### src/core/dpa_pkg.sv
package dpa_pkg;
	// Address and data widths of the shared memory.
	localparam int ADDR_W = 10;
	localparam int DATA_W = 8;
	// Mailbox locations: right port owns the top word, left the one below.
	localparam logic [9:0] RIGHT_MAILBOX_ADDR = 10'h3ff;
	localparam logic [9:0] LEFT_MAILBOX_ADDR = 10'h3fe;
	// Clock period in picoseconds.
	localparam int CLK_PERIOD_PS = 10000;
	// Device timing in nanoseconds, slower grade.
	localparam int BUSY_FROM_MATCH_DELAY_NS = 20;
	localparam int MIN_WRITE_PULSE_WIDTH_NS = 15;
	localparam int WRITE_PULSE_TO_DATA_DELAY_NS = 40;
	localparam int ADDR_SETUP_NS = 0;
	// Least times round up to whole cycles; a zero time gives zero cycles.
	localparam int BUSY_WAIT_CYC =
		(BUSY_FROM_MATCH_DELAY_NS * 1000 + CLK_PERIOD_PS - 1) / CLK_PERIOD_PS;
	localparam int PULSE_CYC =
		(MIN_WRITE_PULSE_WIDTH_NS * 1000 + CLK_PERIOD_PS - 1) / CLK_PERIOD_PS;
	localparam int DATA_WAIT_CYC =
		(WRITE_PULSE_TO_DATA_DELAY_NS * 1000 + CLK_PERIOD_PS - 1)
		/ CLK_PERIOD_PS;
	localparam int CNT_W = 4;

	// User-side request.
	typedef struct packed {
		logic write;
		logic [9:0] addr;
		logic [7:0] wdata;
	} dpa_req_type;

	// Pins toward one device port.
	typedef struct packed {
		logic ce_n;
		logic rw_n;
		logic oe_n;
		logic [9:0] addr;
	} dpa_pins_type;

	typedef enum logic [2:0] {
		ST_IDLE,
		ST_SETTLE,
		ST_STROBE,
		ST_BUSY_WAIT,
		ST_EXTEND,
		ST_DONE
	} dpa_state_type;
endpackage : dpa_pkg

### src/core/dpa_host_port.sv
`timescale 1ns/1ps
// Overview of operation
// - Host seeing busy waits for release, then extends its operation.
// - Losing writer holding strobe a pulse width after busy succeeds.
// - Width expansion uses one master only, never two in parallel.
// - Slave write strobes are delayed at least the busy delay.
module dpa_host_port (
	input wire logic ref_clk,
	input wire logic rst_n,
	input wire logic req_valid,
	input wire dpa_pkg::dpa_req_type req,
	output logic req_ready,
	output logic done,
	output logic [7:0] rdata,
	output logic mailbox_irq,
	output dpa_pkg::dpa_pins_type pins,
	output logic slave_rw_n,
	output logic [7:0] data_out,
	output logic data_oe_n,
	input wire logic [7:0] data_in,
	input wire logic busy_n,
	input wire logic mailbox_irq_n,
	input wire logic own_mailbox_is_top
);
	import dpa_pkg::*;

	dpa_state_type state;
	dpa_req_type cur;
	logic [CNT_W-1:0] cnt;
	logic busy_seen;
	dpa_state_type next_state;
	logic [CNT_W-1:0] next_cnt;

	// The address that this host reads to clear its own interrupt.
	function automatic logic [9:0] own_box(input logic top);
		own_box = top ? RIGHT_MAILBOX_ADDR : LEFT_MAILBOX_ADDR;
	endfunction : own_box

	wire logic start = (state == ST_IDLE) && req_valid;
	wire logic cnt_zero = (cnt == '0);
	// Busy from a master or routed to a slave looks the same here.
	wire logic busy_now = !busy_n;
	wire logic [CNT_W-1:0] strobe_len = cur.write ?
		CNT_W'(PULSE_CYC) : CNT_W'(DATA_WAIT_CYC);
	wire logic is_own_box = (cur.addr == own_box(own_mailbox_is_top));

	// Sequencer: settle, strobe, and on busy wait then extend a full pulse.
	always_comb begin
		next_state = state;
		next_cnt = cnt;
		case (state)
		ST_IDLE: begin
			if (start) begin
				next_state = ST_SETTLE;
				next_cnt = CNT_W'(BUSY_WAIT_CYC);
			end
		end
		ST_SETTLE: begin
			// Let arbitration resolve before the strobe falls.
			if (cnt_zero) begin
				next_state = ST_STROBE;
				next_cnt = strobe_len;
			end else begin
				next_cnt = cnt - 1'b1;
			end
		end
		ST_STROBE: begin
			if (busy_now) begin
				next_state = ST_BUSY_WAIT;
			end else if (cnt_zero) begin
				next_state = busy_seen ? ST_EXTEND : ST_DONE;
				next_cnt = strobe_len;
			end else begin
				next_cnt = cnt - 1'b1;
			end
		end
		ST_BUSY_WAIT: begin
			// Strobe stays low; the losing write is held off.
			if (!busy_now) begin
				next_state = ST_EXTEND;
				next_cnt = strobe_len;
			end
		end
		ST_EXTEND: begin
			// Hold one more full pulse after busy clears.
			if (busy_now) begin
				next_state = ST_BUSY_WAIT;
			end else if (cnt_zero) begin
				next_state = ST_DONE;
			end else begin
				next_cnt = cnt - 1'b1;
			end
		end
		ST_DONE: next_state = ST_IDLE;
		default: next_state = ST_IDLE;
		endcase
	end

	wire logic strobing = (next_state == ST_STROBE) ||
		(next_state == ST_BUSY_WAIT) || (next_state == ST_EXTEND);
	wire logic active = strobing || (next_state == ST_SETTLE);
	// The operation of the access being set up; a fresh request is not in
	// cur until the edge that takes it, so the data drive looks at req.
	wire logic op_write = start ? req.write : cur.write;
	// Data is sampled at the last strobe cycle when no busy is pending.
	wire logic capture = !cur.write && (state != ST_IDLE) &&
		(next_state == ST_DONE);
	// A read of our own mailbox has just finished.
	wire logic own_box_read = capture && is_own_box;

	// Next values of the pins; strobes only fall inside the chip select.
	wire logic next_ce_n = !active;
	wire logic [9:0] next_addr = start ? req.addr : cur.addr;
	wire logic next_rw_n = !(strobing && op_write);
	wire logic next_oe_n = !(strobing && !op_write);
	wire logic next_data_oe_n = !(active && op_write);
	wire logic [7:0] next_data_out = start ? req.wdata : cur.wdata;
	// The pin has cleared by the time an own-mailbox read ends; a new post
	// in that very cycle shows one cycle late instead of being lost.
	wire logic next_mailbox_irq = !mailbox_irq_n && !own_box_read;

	// Sequencer state and counter.
	always_ff @(posedge ref_clk) begin
		if (!rst_n) begin
			state <= ST_IDLE;
			cnt <= '0;
		end else begin
			state <= next_state;
			cnt <= next_cnt;
		end
	end

	// The request is latched when taken, so the user may move on at once.
	always_ff @(posedge ref_clk) begin
		if (!rst_n) begin
			cur <= '0;
		end else if (start) begin
			cur <= req;
		end
	end

	// Any busy during an access forces an extend pulse, even a short one.
	always_ff @(posedge ref_clk) begin
		if (!rst_n) begin
			busy_seen <= 1'b0;
		end else if (state == ST_IDLE) begin
			busy_seen <= 1'b0;
		end else begin
			busy_seen <= busy_seen | busy_now;
		end
	end

	// Handshake toward the user: ready while idle, done for one cycle.
	always_ff @(posedge ref_clk) begin
		if (!rst_n) begin
			req_ready <= 1'b0;
			done <= 1'b0;
		end else begin
			req_ready <= (next_state == ST_IDLE);
			done <= (next_state == ST_DONE);
		end
	end

	// Read data and the interrupt flag toward the user.
	always_ff @(posedge ref_clk) begin
		if (!rst_n) begin
			rdata <= '0;
			mailbox_irq <= 1'b0;
		end else begin
			if (capture) begin
				rdata <= data_in;
			end
			mailbox_irq <= next_mailbox_irq;
		end
	end

	// Pins toward the device port; chip select holds through the access.
	always_ff @(posedge ref_clk) begin
		if (!rst_n) begin
			pins <= '{ce_n: 1'b1, rw_n: 1'b1, oe_n: 1'b1, addr: '0};
		end else begin
			pins <= '{ce_n: next_ce_n, rw_n: next_rw_n,
				oe_n: next_oe_n, addr: next_addr};
		end
	end

	// Slave strobe lags the address by the settle delay already, so no
	// slave byte is written before the master has arbitrated.
	always_ff @(posedge ref_clk) begin
		if (!rst_n) begin
			slave_rw_n <= 1'b1;
		end else begin
			slave_rw_n <= next_rw_n;
		end
	end

	// Write data is driven for the whole select, never during a read.
	always_ff @(posedge ref_clk) begin
		if (!rst_n) begin
			data_out <= '0;
			data_oe_n <= 1'b1;
		end else begin
			data_out <= next_data_out;
			data_oe_n <= next_data_oe_n;
		end
	end
endmodule : dpa_host_port

### config.mk
export PLATFORM = sky130hd
export DESIGN_NAME = dpa_host_port
export DESIGN_NICKNAME = d
export VERILOG_FILES = /design/src/core/dpa_pkg.sv /design/src/core/dpa_host_port.sv
export SDC_FILE = /design/constraint.sdc
export NUM_CORES = 1
export LEC_CHECK = 0
export BUFFER_PORTS_ARGS = -buffer_cell sky130_fd_sc_hd__buf_2
export CORE_MARGIN = 3
export CORE_UTILIZATION = 34
export DETAILED_ROUTE_END_ITERATION = 8
export PLACE_DENSITY_LB_ADDON = 0.3
export SETUP_SLACK_MARGIN = 0.1
export SYNTH_ARGS = -nofsm -noshare
export SYNTH_HDL_FRONTEND = slang
export SYNTH_SLANG_ARGS = --single-unit
### constraint.sdc
create_clock -name ref_clk -period 2.1 [get_ports ref_clk]
set_input_delay 0.315 -clock ref_clk [delete_from_list [all_inputs] [get_ports ref_clk]]
set_output_delay 0.315 -clock ref_clk [all_outputs]
set_load 0.1 [all_outputs]
## Word-level counts from Yosys, hierarchy flattened

Index checks and enable logic that the tools add are counted.

- Register bits: 60
- Input bits: 33
- Output and inout port bits: 34
- Logic and storage cells: 82

- Add/subtract/negate cells: 1
- Eq/ne operators: 15
- Muxes and demuxes: 21
- Bitwise gates (word level): 2
- Reductions and logical operators: 27

Operators with widths:

| kind | count |
|---|---|
| 3-bit 2-to-1 mux | 8 |
| 4-bit 2-to-1 mux | 6 |
| 4-bit case mux with 5 select lines | 1 |
| 3-bit case mux with 5 select lines | 1 |
| 3-bit by 2-bit == test with 1-bit output (second input constant) | 4 |
| 10-bit == test | 1 |
| 10-bit 2-to-1 mux | 1 |
| 2-bit inequality test (second input constant) | 5 |
| 3-bit == test (second input constant) | 3 |
| 1-bit zero test | 9 |
| 1-bit logical AND | 8 |
| 8-bit 2-to-1 mux | 1 |
| 3-bit by 1-bit == test with 1-bit output (second input constant) | 2 |
| 3-bit zero test | 2 |
| 6-bit AND reduction | 1 |
| 5-bit nonzero test | 1 |
| 4-bit zero test | 1 |
| 4-bit by 1-bit subtractor with 4-bit output (second input constant) | 1 |
| 1-bit logical OR | 3 |
| 1-bit 2-to-1 mux | 3 |
| 3-bit nonzero test | 1 |
| 2-bit OR reduction | 1 |
| 1-bit NOT | 1 |
| 1-bit OR | 1 |

## Longest topological paths before layout

Gate-level depths: netlist of the first run.

- Depth in word-level cells: 10
- Depth in mapped cells: 9
- Gate-level depth less buffers: 7

## Worst setup path before layout of the first run

Ideal clock, no wire load.

- Path type: register -> register
- Start point: register cnt[0]
- End point: register cnt[3]
- Library setup time: 70 ps
- Data arrival time: 1822 ps
- Required time: 2030 ps
- Slack: 208 ps
- Cell stages (with the launch flop): 9
- Path buffers: 1
- Clock period less this slack: 1892 ps
- Cells stage by stage: dfxtp_1 inv_1 ha_1 nor3b_2 buf_4 o31a_4 o21bai_4 or3b_1 a21oi_1

- Word-level cells in the longest chain between the ends: 4
- Elaborated cells on any way between the ends: 9
- Classes of those cells: 1 x add/sub; 1 x eq/ne; 5 x mux; 2 x reduce/logical

RTL lines:

| item | RTL line | source |
|---|---|---|
| start, declared | dpa_host_port.sv:29 | `logic [CNT_W-1:0] cnt;` |
| start signal, assigned | dpa_host_port.sv:129 | `cnt <= next_cnt;` |
| 4-bit by 1-bit subtractor with 4-bit output / 4-bit zero test (equally long branches) | -- |  |
| 4-bit 2-to-1 mux, on equally long branches | dpa_host_port.sv:88, dpa_host_port.sv:60, dpa_host_port.sv:70 |  |
| 4-bit 2-to-1 mux, on equally long branches | dpa_host_port.sv:86, dpa_host_port.sv:68 |  |
| 4-bit case mux with 5 select lines | dpa_host_port.sv:51 | `case (state)` |

Several ways; a longest one is shown, not always the timed one. The select of a mux whose other input is x is not followed.
A chain may end at the register's enable or synchronous reset.

## Final worst setup path of the first run

- Start point: register state[1]
- End point: register rdata[7]

- Word-level cells in the longest chain between the ends: 6
- Elaborated cells on any way between the ends: 18
- Classes of those cells: 5 x eq/ne; 8 x mux; 5 x reduce/logical

RTL lines:

| item | RTL line | source |
|---|---|---|
| start, declared | dpa_host_port.sv:27 | `dpa_state_type state;` |
| start signal, assigned | dpa_host_port.sv:128 | `state <= next_state;` |
| 3-bit zero test | dpa_host_port.sv:39, dpa_host_port.sv:51 |  |
| 1-bit logical AND | dpa_host_port.sv:39 | `wire logic start = (state == ST_IDLE) && req_valid;` |
| 3-bit 2-to-1 mux | dpa_host_port.sv:53 | `if (start) begin` |
| 3-bit case mux with 5 select lines | dpa_host_port.sv:51 |  |
| 3-bit == test | dpa_host_port.sv:107 | `(next_state == ST_DONE);` |
| 1-bit logical AND * | dpa_host_port.sv:106 | `wire logic capture = !cur.write && (state != ST_IDLE) &&` |
| end signal, assigned | dpa_host_port.sv:171 | `rdata <= data_in;` |
| end, declared | dpa_host_port.sv:14 | `output logic [7:0] rdata,` |

Every way passes the cells marked *; elsewhere a longest branch is shown, timed or not.

==> flow_summary_export.csv, run 1 <==
group,metric,value,unit
sta,setup_ws,157,ps
placed_design,hpwl,3380,um
synthesis,postSynthCellCount,231,
cells_and_area,antenna_cells,0,
clocking,root_buffer,"clkbuf_8",
cells_and_area,multi_input_area,0.00101,mm2
worst_hold_path,hp-class,"input pin to flop",
power,vdd_drop_max,0.000749,V
route,vias,1850,
route,dr.first_iter.drc_count,66,
worst_setup_path,cp_max_fo,9,
job,max_cap_violations,0,
route,viasPerCell,4.72,
global_route,grt_use_total,13.7,%
worst_setup_path,reg2reg_from,"state[1]$_SDFF_PN0_",
cells_and_area,layout_commonest_cell,"buf_2",
synthesis,synth_edf_count,0,
cells_and_area,layout_common_cells,"buf_2 (66), dfxtp_1 (57), nand2_1 (56), a21oi_1 (20), buf_4 (14)",
synthesis,netlist_area,0.00225,mm2
worst_setup_path,ff2ff_path_depth,6,
synthesis,synth_cell_types,47,
synthesis,synth_top_flop_cell,"dfxtp_1",
route,wirelength,5040,um
sta,period_minus_slack,1940,ps
die,die-height,87.3,um
sta,rsz0062_at_grt,"yes",
clocking,clock_path_buffers,2,
sta,max_slew_margin,67.1,%
synthesis,seq_area_frac_synth,53.5,%
synthesis,synthTopCellsByArea,"dfxtp_1 (53%), nand2_1 (9.4%), a21oi_1 (4.7%), mux2i_1 (4.0%), nor2_1 (1.5%)",
outcome,status,"finished, final reports clean",
global_route,grt_pass1_wl,8140,um
synthesis,ys_ff_latch,60,
route,remaining_drc_errors,0,
synthesis,ys_async_sr_fraction,0,%
sta,fmax,515,MHz
sta,skew,8.65,ps
worst_setup_path,critPathCapture,"rdata[7]$_SDFFE_PN0P_",
cells_and_area,fillers,593,
clocking,worstSkewPairLatency,340,ps
die,fp.coreArea,0.00617,mm2
synthesis,synth.top_cell.area_share,53.5,%
worst_setup_path,reg2reg_slack,160,ps
die,rows,28,
worst_setup_path,crit_arrival,2210,ps
sta,setup_tns,0,ps
cells_and_area,final-seq-area,0.00120,mm2
worst_setup_path,cp-end-kind,"flop",
clocking,cts_tree,"done",
die,num_io_pins,67,
clocking,clk_pin_slew,70,ps
route,wire_per_inst,12.8,um
placed_design,portBuffers,66,
worst_setup_path,timing.rr.end,"rdata[7]$_SDFFE_PN0P_",
placed_design,pre_cts_slack,71.6,ps
clocking,clock_sinks,60,
cells_and_area,final_layout_size_suffix_gt1_share,39.4,%
sta,post-route-period-util,92.5,%
route,first_pass_iters,4,
worst_setup_path,critPathRequiredTime,2370,ps
power,leakagePower,1.32,nW
route,ant_nets,0,
global_route,grt_pass1_vias,1838,
clocking,htreeDepth,3,
power,p_per_area,1600,mW/mm2
sta,drv_slew,0,
worst_setup_path,worst-setup-path-type,"flop to flop",
cells_and_area,final_nets,347,
die,dieArea,0.00762,mm2
global_route,grt_overflow,0,
cells_and_area,syn2layout_area_growth,35.6,%
sta,finalSetupViolCount,0,
synthesis,syn_nets,266,
global_route,antenna_found_initial,0,
die,die_x,87.3,um
die,start_util,36.4,%
synthesis,synth_area_leader_cell,"dfxtp_1",
worst_setup_path,cp-start-kind,"flop",
sta,hold_violations,0,
clocking,cts_inserted_buffers,9,
global_route,grt_max_degree,25,
sta,worst_pin_slew,496,ps
synthesis,synth_area_per_cell,9.73,um2
synthesis,synth.yosys.warnings,0,
worst_setup_path,startpoint,"state[1]$_SDFF_PN0_",
placed_design,gp_congestion,0.766,
## routing by layer
metal,track usage (%),up-vias,wire [um]
li1,-,951,-
met1,16.4,844,2260
met2,22.1,47,2410
met3,4.35,8,301
met4,7.11,0,63
met5,0,-,0
## per-stage QoR
| step | cell area (um2) | instances | utilization, % | power (W) | hold WS [ps] |
|---|---|---|---|---|---|
| after floorplan | 2250 | 231 | - | 0.00311 | 393 |
| after global placement | 2680 | 370 | 43.5 | 0.00346 | 441 |
| after detailed placement | 2680 | 370 | 43.5 | 0.00347 | 444 |
| after CTS | 2920 | 386 | 47.3 | 0.00466 | 134 |
| after global routing | 3050 | 392 | 49.4 | 0.00515 | 138 |
| final | 3050 | 392 | 49.4 | 0.00489 | 146 |
## what timing repair did
action	in CTS	in global routing
hold buffers	0	0
gates resized for setup	2	20
hold endpoints to repair	0	0
buffers inserted	0	5
pin swaps	0	6
endpoints found under the setup margin	9	14
cloned	0	1
## critical path: stages (launching register included)
cell and delay [ps]:
dfxtp_1 410, or2_1 370, o221a_4 300, o32ai_4 130, and4b_2 330, clkbuf_16 160
mux2i_1 160
## cell families after synthesis
group | count (synthesis) | share of synthesized area, %
AND/OR/NAND/NOR | 93 | 20.1
flip-flops | 60 | 53.5
AO/OA/AOI/OAI | 45 | 15.3
buffers and inverters | 19 | 4.73
multiplexers | 10 | 4.51
XOR/XNOR | 2 | 0.780
adder cells (fa/ha/maj) | 2 | 1.11
## power by group
part           leakage [nW]  switching [W]  internal, W
sequential            0.492       0.000140      0.00136
combinational         0.713        0.00149     0.000756
clock                 0.110       0.000471     0.000673
## synthesized netlist by cell type, types with 2 or more instances
cell type and n:
o21a_1 2, buf_6 3, a21oi_1 21, inv_1 6
a211oi_1 3, buf_4 3, mux2i_1 9, and2_1 3
nand2b_1 2, o21ai_0 3, ha_1 2, nor3_1 2
nand3_1 4, and3_1 2, nor2_1 9, clkbuf_1 6
dfxtp_1 60, o22ai_1 3, nand3b_1 3, or2_1 2
nand2_1 56, nor4_1 2
## layout make-up
type | count | area share (%)
clock buffers | 9 | 4.07
clock inverters | 7 | 3.24
inverters | 6 | 0.903
well taps | 75 | 3.08
flip-flops and latches | 60 | 39.5
repair buffers | 83 | 16.1
multi-input cells | 152 | 33.0
## worst min path at each step
stage                     startpoint                      to  slack [ps]  cells past startpoint
3_3_place_gp   rdata[0]$_SDFFE_PN0P_   rdata[0]$_SDFFE_PN0P_         440                      2
5_1_grt                mailbox_irq_n  mailbox_irq$_SDFF_PN0_         140                      2
3_5_place_dp   rdata[6]$_SDFFE_PN0P_   rdata[6]$_SDFFE_PN0P_         440                      2
4_1_cts                mailbox_irq_n  mailbox_irq$_SDFF_PN0_         130                      2
2_1_floorplan          mailbox_irq_n  mailbox_irq$_SDFF_PN0_         390                      1
6_report               mailbox_irq_n  mailbox_irq$_SDFF_PN0_         150                      2
## registers in the layout (all words and copies together), names as in the netlist, 3 cells and up
| signal | cells |
|---|---|
| pins | 12 |
| state | 3 |
| data_out | 8 |
| cnt | 4 |
| rdata | 8 |
| cur | 19 |
Power figures use the tool's default switching activity.
==> inputs of run 2 (changes only) <==
--- a/config.mk
+++ b/config.mk
@@ -6,9 +6,12 @@
 export NUM_CORES = 1
 export LEC_CHECK = 0
 export BUFFER_PORTS_ARGS = -buffer_cell sky130_fd_sc_hd__buf_2
+export CELL_PAD_IN_SITES_DETAIL_PLACEMENT = 1
+export CELL_PAD_IN_SITES_GLOBAL_PLACEMENT = 2
 export CORE_MARGIN = 3
-export CORE_UTILIZATION = 34
+export CORE_UTILIZATION = 32
 export DETAILED_ROUTE_END_ITERATION = 8
+export GPL_ROUTABILITY_DRIVEN = 1
 export PLACE_DENSITY_LB_ADDON = 0.3
 export SETUP_SLACK_MARGIN = 0.1
 export SYNTH_ARGS = -nofsm -noshare
==> constraint.sdc (replaced) <==
create_clock -name ref_clk -period 2.3 [get_ports ref_clk]
set_input_delay 0.345 -clock ref_clk [delete_from_list [all_inputs] [get_ports ref_clk]]
set_output_delay 0.345 -clock ref_clk [all_outputs]
set_load 0.1 [all_outputs]
==> flow_summary_export.csv, run 2 (synthesis gave the netlist of run 1 again) <==
group,metric,value,unit
outcome,status,"finished, final reports clean",
cells_and_area,final_nets,340,
clocking,ctsHoldBuffers,0,
cells_and_area,largest-register,"cur",
worst_setup_path,cp-start-kind,"flop",
placed_design,gp_congestion,0.732,
power,power_frac_comb,44.7,%
die,rows,29,
route,first_pass_iters,4,
worst_setup_path,path_cells,"inv_1 > ha_1 > nor3b_4 > buf_4 > o31a_4 > o21bai_4 > or3b_1 > a21oi_1",
sta,fmax,492,MHz
global_route,grt_max_degree,24,
sta,period_minus_slack,2030,ps
route,dr.first_iter.drc_count,65,
cells_and_area,layout_commonest_cell,"buf_2",
cells_and_area,syn2layout_area_growth,29.2,%
route,vias,1834,
sta,max_slew_margin,63.6,%
placed_design,portBuffers,66,
clocking,htreeDepth,3,
cells_and_area,multi_input_area,946,um2
sta,skew,7.86,ps
cells_and_area,reg_top3,"cur: 19 flops, pins: 12 flops",
clocking,clock_path_buffers,2,
cells_and_area,final_layout_size_suffix_gt1_share,33.2,%
clocking,clock_sinks,60,
die,dieArea,0.00806,mm2
worst_hold_path,hold_depth,2,
worst_setup_path,path_delay_family,"compound AO/OA/AOI/OAI gates",
job,max_cap_violations,0,
clocking,post_cts_buffers,0,
cells_and_area,fillers,809,
power,vdd_drop_max,0.000425,V
route,remaining_drc_errors,0,
worst_setup_path,cp_max_fo,6,
route,wirelength,5520,um
die,die_x,89.8,um
route,ant_nets,0,
placed_design,hpwl,4030,um
power,clockPowerShare,23.0,%
power,leakagePower,1.25,nW
die,fp.coreArea,0.00657,mm2
global_route,grt_pass1_vias,1886,
sta,drv_slew,0,
cells_and_area,largest_register_ffs,19,
worst_hold_path,hp-class,"input pin to flop",
clocking,post_cts_resized,0,
power,switching_share,45.2,%
clocking,clk_pin_slew,70,ps
worst_hold_path,hold_end,"mailbox_irq$_SDFF_PN0_",
route,wire_per_inst,13.7,um
placed_design,place_area,0.00270,mm2
worst_setup_path,worst-setup-path-type,"flop to flop",
worst_setup_path,cpPeakStageDelay,380,ps
worst_setup_path,crit_buf_inv,2,
global_route,grt_pass1_wl,9250,um
worst_setup_path,critPathRequiredTime,2560,ps
worst_setup_path,cp-end-kind,"flop",
clocking,root_buffer,"clkbuf_8",
power,intPower,0.00226,W
cells_and_area,antenna_cells,0,
power,seqPwrFrac,32.3,%
die,die-height,89.8,um
worst_setup_path,slowest_stage,"or3b_1",
global_route,grt_use_total,14.1,%
worst_setup_path,crit_arrival,2300,ps
global_route,grt_overflow,0,
clocking,cts_inserted_buffers,9,
die,num_io_pins,67,
route,viasPerCell,4.55,
power,p_per_area,1420,mW/mm2
sta,worst_pin_slew,543,ps
sta,whs,173,ps
cells_and_area,final-seq-area,0.00120,mm2
cells_and_area,final_cells,403,
clocking,cts_tree,"done",
sta,rsz0062_at_grt,"no",
sta,post-route-period-util,88.4,%
global_route,antenna_found_initial,0,
cells_and_area,fin_area,0.00290,mm2
placed_design,dp_cells,387,
sta,hold_violations,0,
die,start_util,34.2,%
worst_setup_path,reg2reg_slack,270,ps
worst_setup_path,reg2reg_from,"cnt[0]$_SDFFE_PN0P_",
worst_hold_path,min-delay-start,"mailbox_irq_n",
sta,setup_tns,0,ps
worst_setup_path,ff2ff_path_depth,8,
cells_and_area,layout_common_cells,"buf_2 (66), dfxtp_1 (60), nand2_1 (56), a21oi_1 (21)",
clocking,worstSkewPairLatency,330,ps
power,p_switching,0.00186,W
sta,finalSetupViolCount,0,
worst_setup_path,timing.rr.end,"cnt[3]$_SDFFE_PN0P_",
-- run 2: power groups by stage --
stage / Clock [W] / Combinational (W) / Sequential [W]
after floorplan: 0 / 0.000806 / 0.00204
final: 0.000948 / 0.00184 / 0.00133
after global routing: 0.00103 / 0.00198 / 0.00135
after global placement: 0 / 0.00182 / 0.00134
after detailed placement: 0 / 0.00184 / 0.00135
after CTS: 0.000977 / 0.00184 / 0.00133
-- run 2: stage by stage --
stage	utilization, %	total power [W]	worst slack [ps]
2_1_floorplan	-	0.00284	408
3_3_place_gp	41.1	0.00317	317
3_5_place_dp	41.1	0.00319	237
5_1_grt	44.2	0.00437	135
4_1_cts	44.1	0.00415	194
6_report	44.2	0.00412	266
-- run 2: worst max path at each step --
| stage | from | to | cells after the start |
|---|---|---|---|
| detailed placement | cnt[0]$_SDFFE_PN0P_ | rdata[2]$_SDFFE_PN0P_ | 8 |
| CTS | cnt[0]$_SDFFE_PN0P_ | rdata[6]$_SDFFE_PN0P_ | 8 |
| global route | cnt[0]$_SDFFE_PN0P_ | cnt[3]$_SDFFE_PN0P_ | 8 |
| floorplan | cnt[0]$_SDFFE_PN0P_ | cnt[3]$_SDFFE_PN0P_ | 8 |
| finish | cnt[0]$_SDFFE_PN0P_ | cnt[3]$_SDFFE_PN0P_ | 8 |
| global placement | cnt[0]$_SDFFE_PN0P_ | rdata[6]$_SDFFE_PN0P_ | 8 |
-- run 2: final cells by class --
cell class                 count  area share (%)
sequential                    60            41.4
multi-input combinational    152            32.6
timing repair buffer          76            14.4
clock buffer                   9            4.27
tap                           93            4.01
clock inverter                 7            2.63
inverter                       6           0.776
-- run 2: routing by layer --
metal | wire, um | GRT usage, % | vias to the layer above
li1 | - | - | 930
met1 | 2640 | 17.9 | 846
met2 | 2410 | 21.4 | 51
met3 | 405 | 5.34 | 7
met4 | 59 | 5.75 | 0
met5 | 0 | 0 | -
-- run 2: worst reg2reg max path, cell delays in order, from the launching register on --
cell	delay (ps)
dfxtp_1	330
inv_1	80
ha_1	200
nor3b_4	180
buf_4	170
o31a_4	340
o21bai_4	180
or3b_1	380
a21oi_1	120
==> inputs of run 3 (changes only) <==
--- a/config.mk
+++ b/config.mk
@@ -10,6 +10,7 @@
 export CELL_PAD_IN_SITES_GLOBAL_PLACEMENT = 2
 export CORE_MARGIN = 3
 export CORE_UTILIZATION = 32
+export CTS_BUF_LIST = sky130_fd_sc_hd__clkbuf_16
 export DETAILED_ROUTE_END_ITERATION = 8
 export GPL_ROUTABILITY_DRIVEN = 1
 export PLACE_DENSITY_LB_ADDON = 0.3
==> constraint.sdc (replaced) <==
create_clock -name ref_clk -period 2.3 [get_ports ref_clk]
set_input_delay 0.345 -clock ref_clk [delete_from_list [all_inputs] [get_ports ref_clk]]
set_output_delay 0.345 -clock ref_clk [all_outputs]
set_load 0.02 [all_outputs]
==> flow_summary_export.csv, run 3 (synthesis gave the netlist of run 1 again) <==
group,metric,value,unit
sta,finalSetupViolCount,0,
global_route,grt_use_total,14.3,%
worst_hold_path,hold_depth,2,
clocking,clock_sinks,60,
worst_hold_path,min-delay-start,"mailbox_irq_n",
global_route,antenna_found_initial,0,
cells_and_area,syn2layout_area_growth,33.7,%
global_route,grt_pass1_vias,1910,
power,intPower,0.00260,W
die,rows,29,
sta,max_slew_margin,63.7,%
worst_hold_path,hold_end,"mailbox_irq$_SDFF_PN0_",
global_route,grt_max_degree,24,
worst_setup_path,path_delay_family,"compound AO/OA/AOI/OAI gates",
sta,hold_violations,0,
cells_and_area,antenna_cells,0,
placed_design,hpwl,4030,um
route,wire_per_inst,13.8,um
cells_and_area,layout_commonest_cell,"buf_2",
clocking,cts_tree,"done",
route,vias,1836,
route,first_pass_iters,4,
clocking,clock_path_buffers,2,
worst_setup_path,crit_buf_inv,2,
die,fp.coreArea,0.00657,mm2
sta,fmax,493,MHz
placed_design,portBuffers,66,
sta,setup_tns,0,ps
cells_and_area,final_nets,340,
worst_setup_path,cp-end-kind,"flop",
sta,skew,5.63,ps
clocking,clk_pin_slew,50,ps
clocking,post_cts_buffers,0,
global_route,grt_overflow,0,
worst_setup_path,slowest_stage,"or3b_1",
die,die_x,89.8,um
worst_hold_path,hp-class,"input pin to flop",
sta,drv_slew,0,
job,max_cap_violations,0,
sta,period_minus_slack,2030,ps
sta,worst_pin_slew,541,ps
clocking,root_buffer,"clkbuf_16",
cells_and_area,layout_common_cells,"buf_2 (66), dfxtp_1 (60), nand2_1 (56), a21oi_1 (21)",
cells_and_area,fillers,791,
cells_and_area,largest_register_ffs,19,
cells_and_area,reg_top3,"cur: 19 flops, pins: 12 flops",
worst_setup_path,cp_max_fo,6,
route,ant_nets,0,
worst_setup_path,reg2reg_slack,270,ps
power,p_per_area,1300,mW/mm2
worst_setup_path,cpPeakStageDelay,370,ps
outcome,status,"finished, final reports clean",
worst_setup_path,crit_arrival,2280,ps
power,power_frac_comb,31.8,%
worst_setup_path,cp-start-kind,"flop",
power,vdd_drop_max,0.000430,V
worst_setup_path,ff2ff_path_depth,8,
worst_setup_path,path_cells,"inv_1 > ha_1 > nor3b_4 > buf_4 > o31a_4 > o21bai_4 > or3b_1 > a21oi_1",
die,num_io_pins,67,
clocking,cts_inserted_buffers,9,
power,p_switching,0.00130,W
placed_design,gp_congestion,0.732,
route,remaining_drc_errors,0,
clocking,ctsHoldBuffers,0,
sta,post-route-period-util,88.2,%
power,leakagePower,1.30,nW
cells_and_area,post-route-util,45.8,%
worst_setup_path,timing.rr.end,"cnt[3]$_SDFFE_PN0P_",
route,wirelength,5550,um
power,seqPwrFrac,34.1,%
die,die-height,89.8,um
worst_setup_path,critPathRequiredTime,2550,ps
clocking,htreeDepth,3,
route,viasPerCell,4.56,
worst_setup_path,reg2reg_from,"cnt[0]$_SDFFE_PN0P_",
cells_and_area,largest-register,"cur",
die,start_util,34.2,%
power,clockPowerShare,34.1,%
route,dr.first_iter.drc_count,62,
clocking,worstSkewPairLatency,320,ps
worst_setup_path,worst-setup-path-type,"flop to flop",
sta,rsz0062_at_grt,"no",
power,switching_share,33.4,%
cells_and_area,final_layout_size_suffix_gt1_share,33.2,%
die,dieArea,0.00806,mm2
global_route,grt_pass1_wl,9380,um
-- run 3: changes by cell type in the layout (fill, tap and decap cells not counted) --
| cell | change |
|---|---|
| clkbuf_16 | +9 |
| clkbuf_8 | -9 |
-- run 3: cell type report --
type	instances	area (um2)	area share [%]
clock buffers	9	225	7.49
clock inverters	7	76.3	2.54
inverters	6	22.5	0.749
multi-input cells	152	946	31.5
flip-flops and latches	60	1200	40.0
well taps	93	116	3.87
repair buffers	76	418	13.9
-- run 3: what timing repair did --
| action | in CTS | in global routing |
|---|---|---|
| hold endpoints to repair | 0 | 0 |
| resized for setup | 0 | 1 |
| endpoints found under the setup margin | 0 | 7 |
-- run 3: metrics by stage --
step / hold WS (ps) / worst slack (ps) / instance area (um2) / cells / total power, W
floorplan: 423 / 408 / 2250 / 231 / 0.00225
global placement: 444 / 317 / 2700 / 387 / 0.00257
detailed placement: 452 / 237 / 2700 / 387 / 0.00259
CTS: 179 / 199 / 3000 / 403 / 0.00394
global route: 191 / 140 / 3010 / 403 / 0.00415
finish: 188 / 272 / 3010 / 403 / 0.00390
-- run 3: how the worst max path moves through the flow --
stage                                   start               endpoint  depth (start not counted)
after detailed placement  cnt[0]$_SDFFE_PN0P_  rdata[2]$_SDFFE_PN0P_                          8
after floorplan           cnt[0]$_SDFFE_PN0P_    cnt[3]$_SDFFE_PN0P_                          8
after CTS                 cnt[0]$_SDFFE_PN0P_  rdata[7]$_SDFFE_PN0P_                          8
final                     cnt[0]$_SDFFE_PN0P_    cnt[3]$_SDFFE_PN0P_                          8
after global placement    cnt[0]$_SDFFE_PN0P_  rdata[6]$_SDFFE_PN0P_                          8
after global routing      cnt[0]$_SDFFE_PN0P_    cnt[3]$_SDFFE_PN0P_                          8
-- run 3: metal layers --
layer  track usage (%)  vias to the layer above  wire length [um]
met1              18.2                      842              2590
met3              5.34                        9               400
li1                  -                      934                 -
met2              21.9                       51              2480
met5                 0                        -                 0
met4              5.75                        0                88
-- run 3: power groups by stage --
| stage | clock network [W] | registers [W] | logic [W] |
|---|---|---|---|
| 6_report | 0.00133 | 0.00133 | 0.00124 |
| 5_1_grt | 0.00141 | 0.00136 | 0.00138 |
| 4_1_cts | 0.00136 | 0.00133 | 0.00124 |
| 3_5_place_dp | 0 | 0.00135 | 0.00124 |
| 3_3_place_gp | 0 | 0.00134 | 0.00122 |
| 2_1_floorplan | 0 | 0.00146 | 0.000790 |
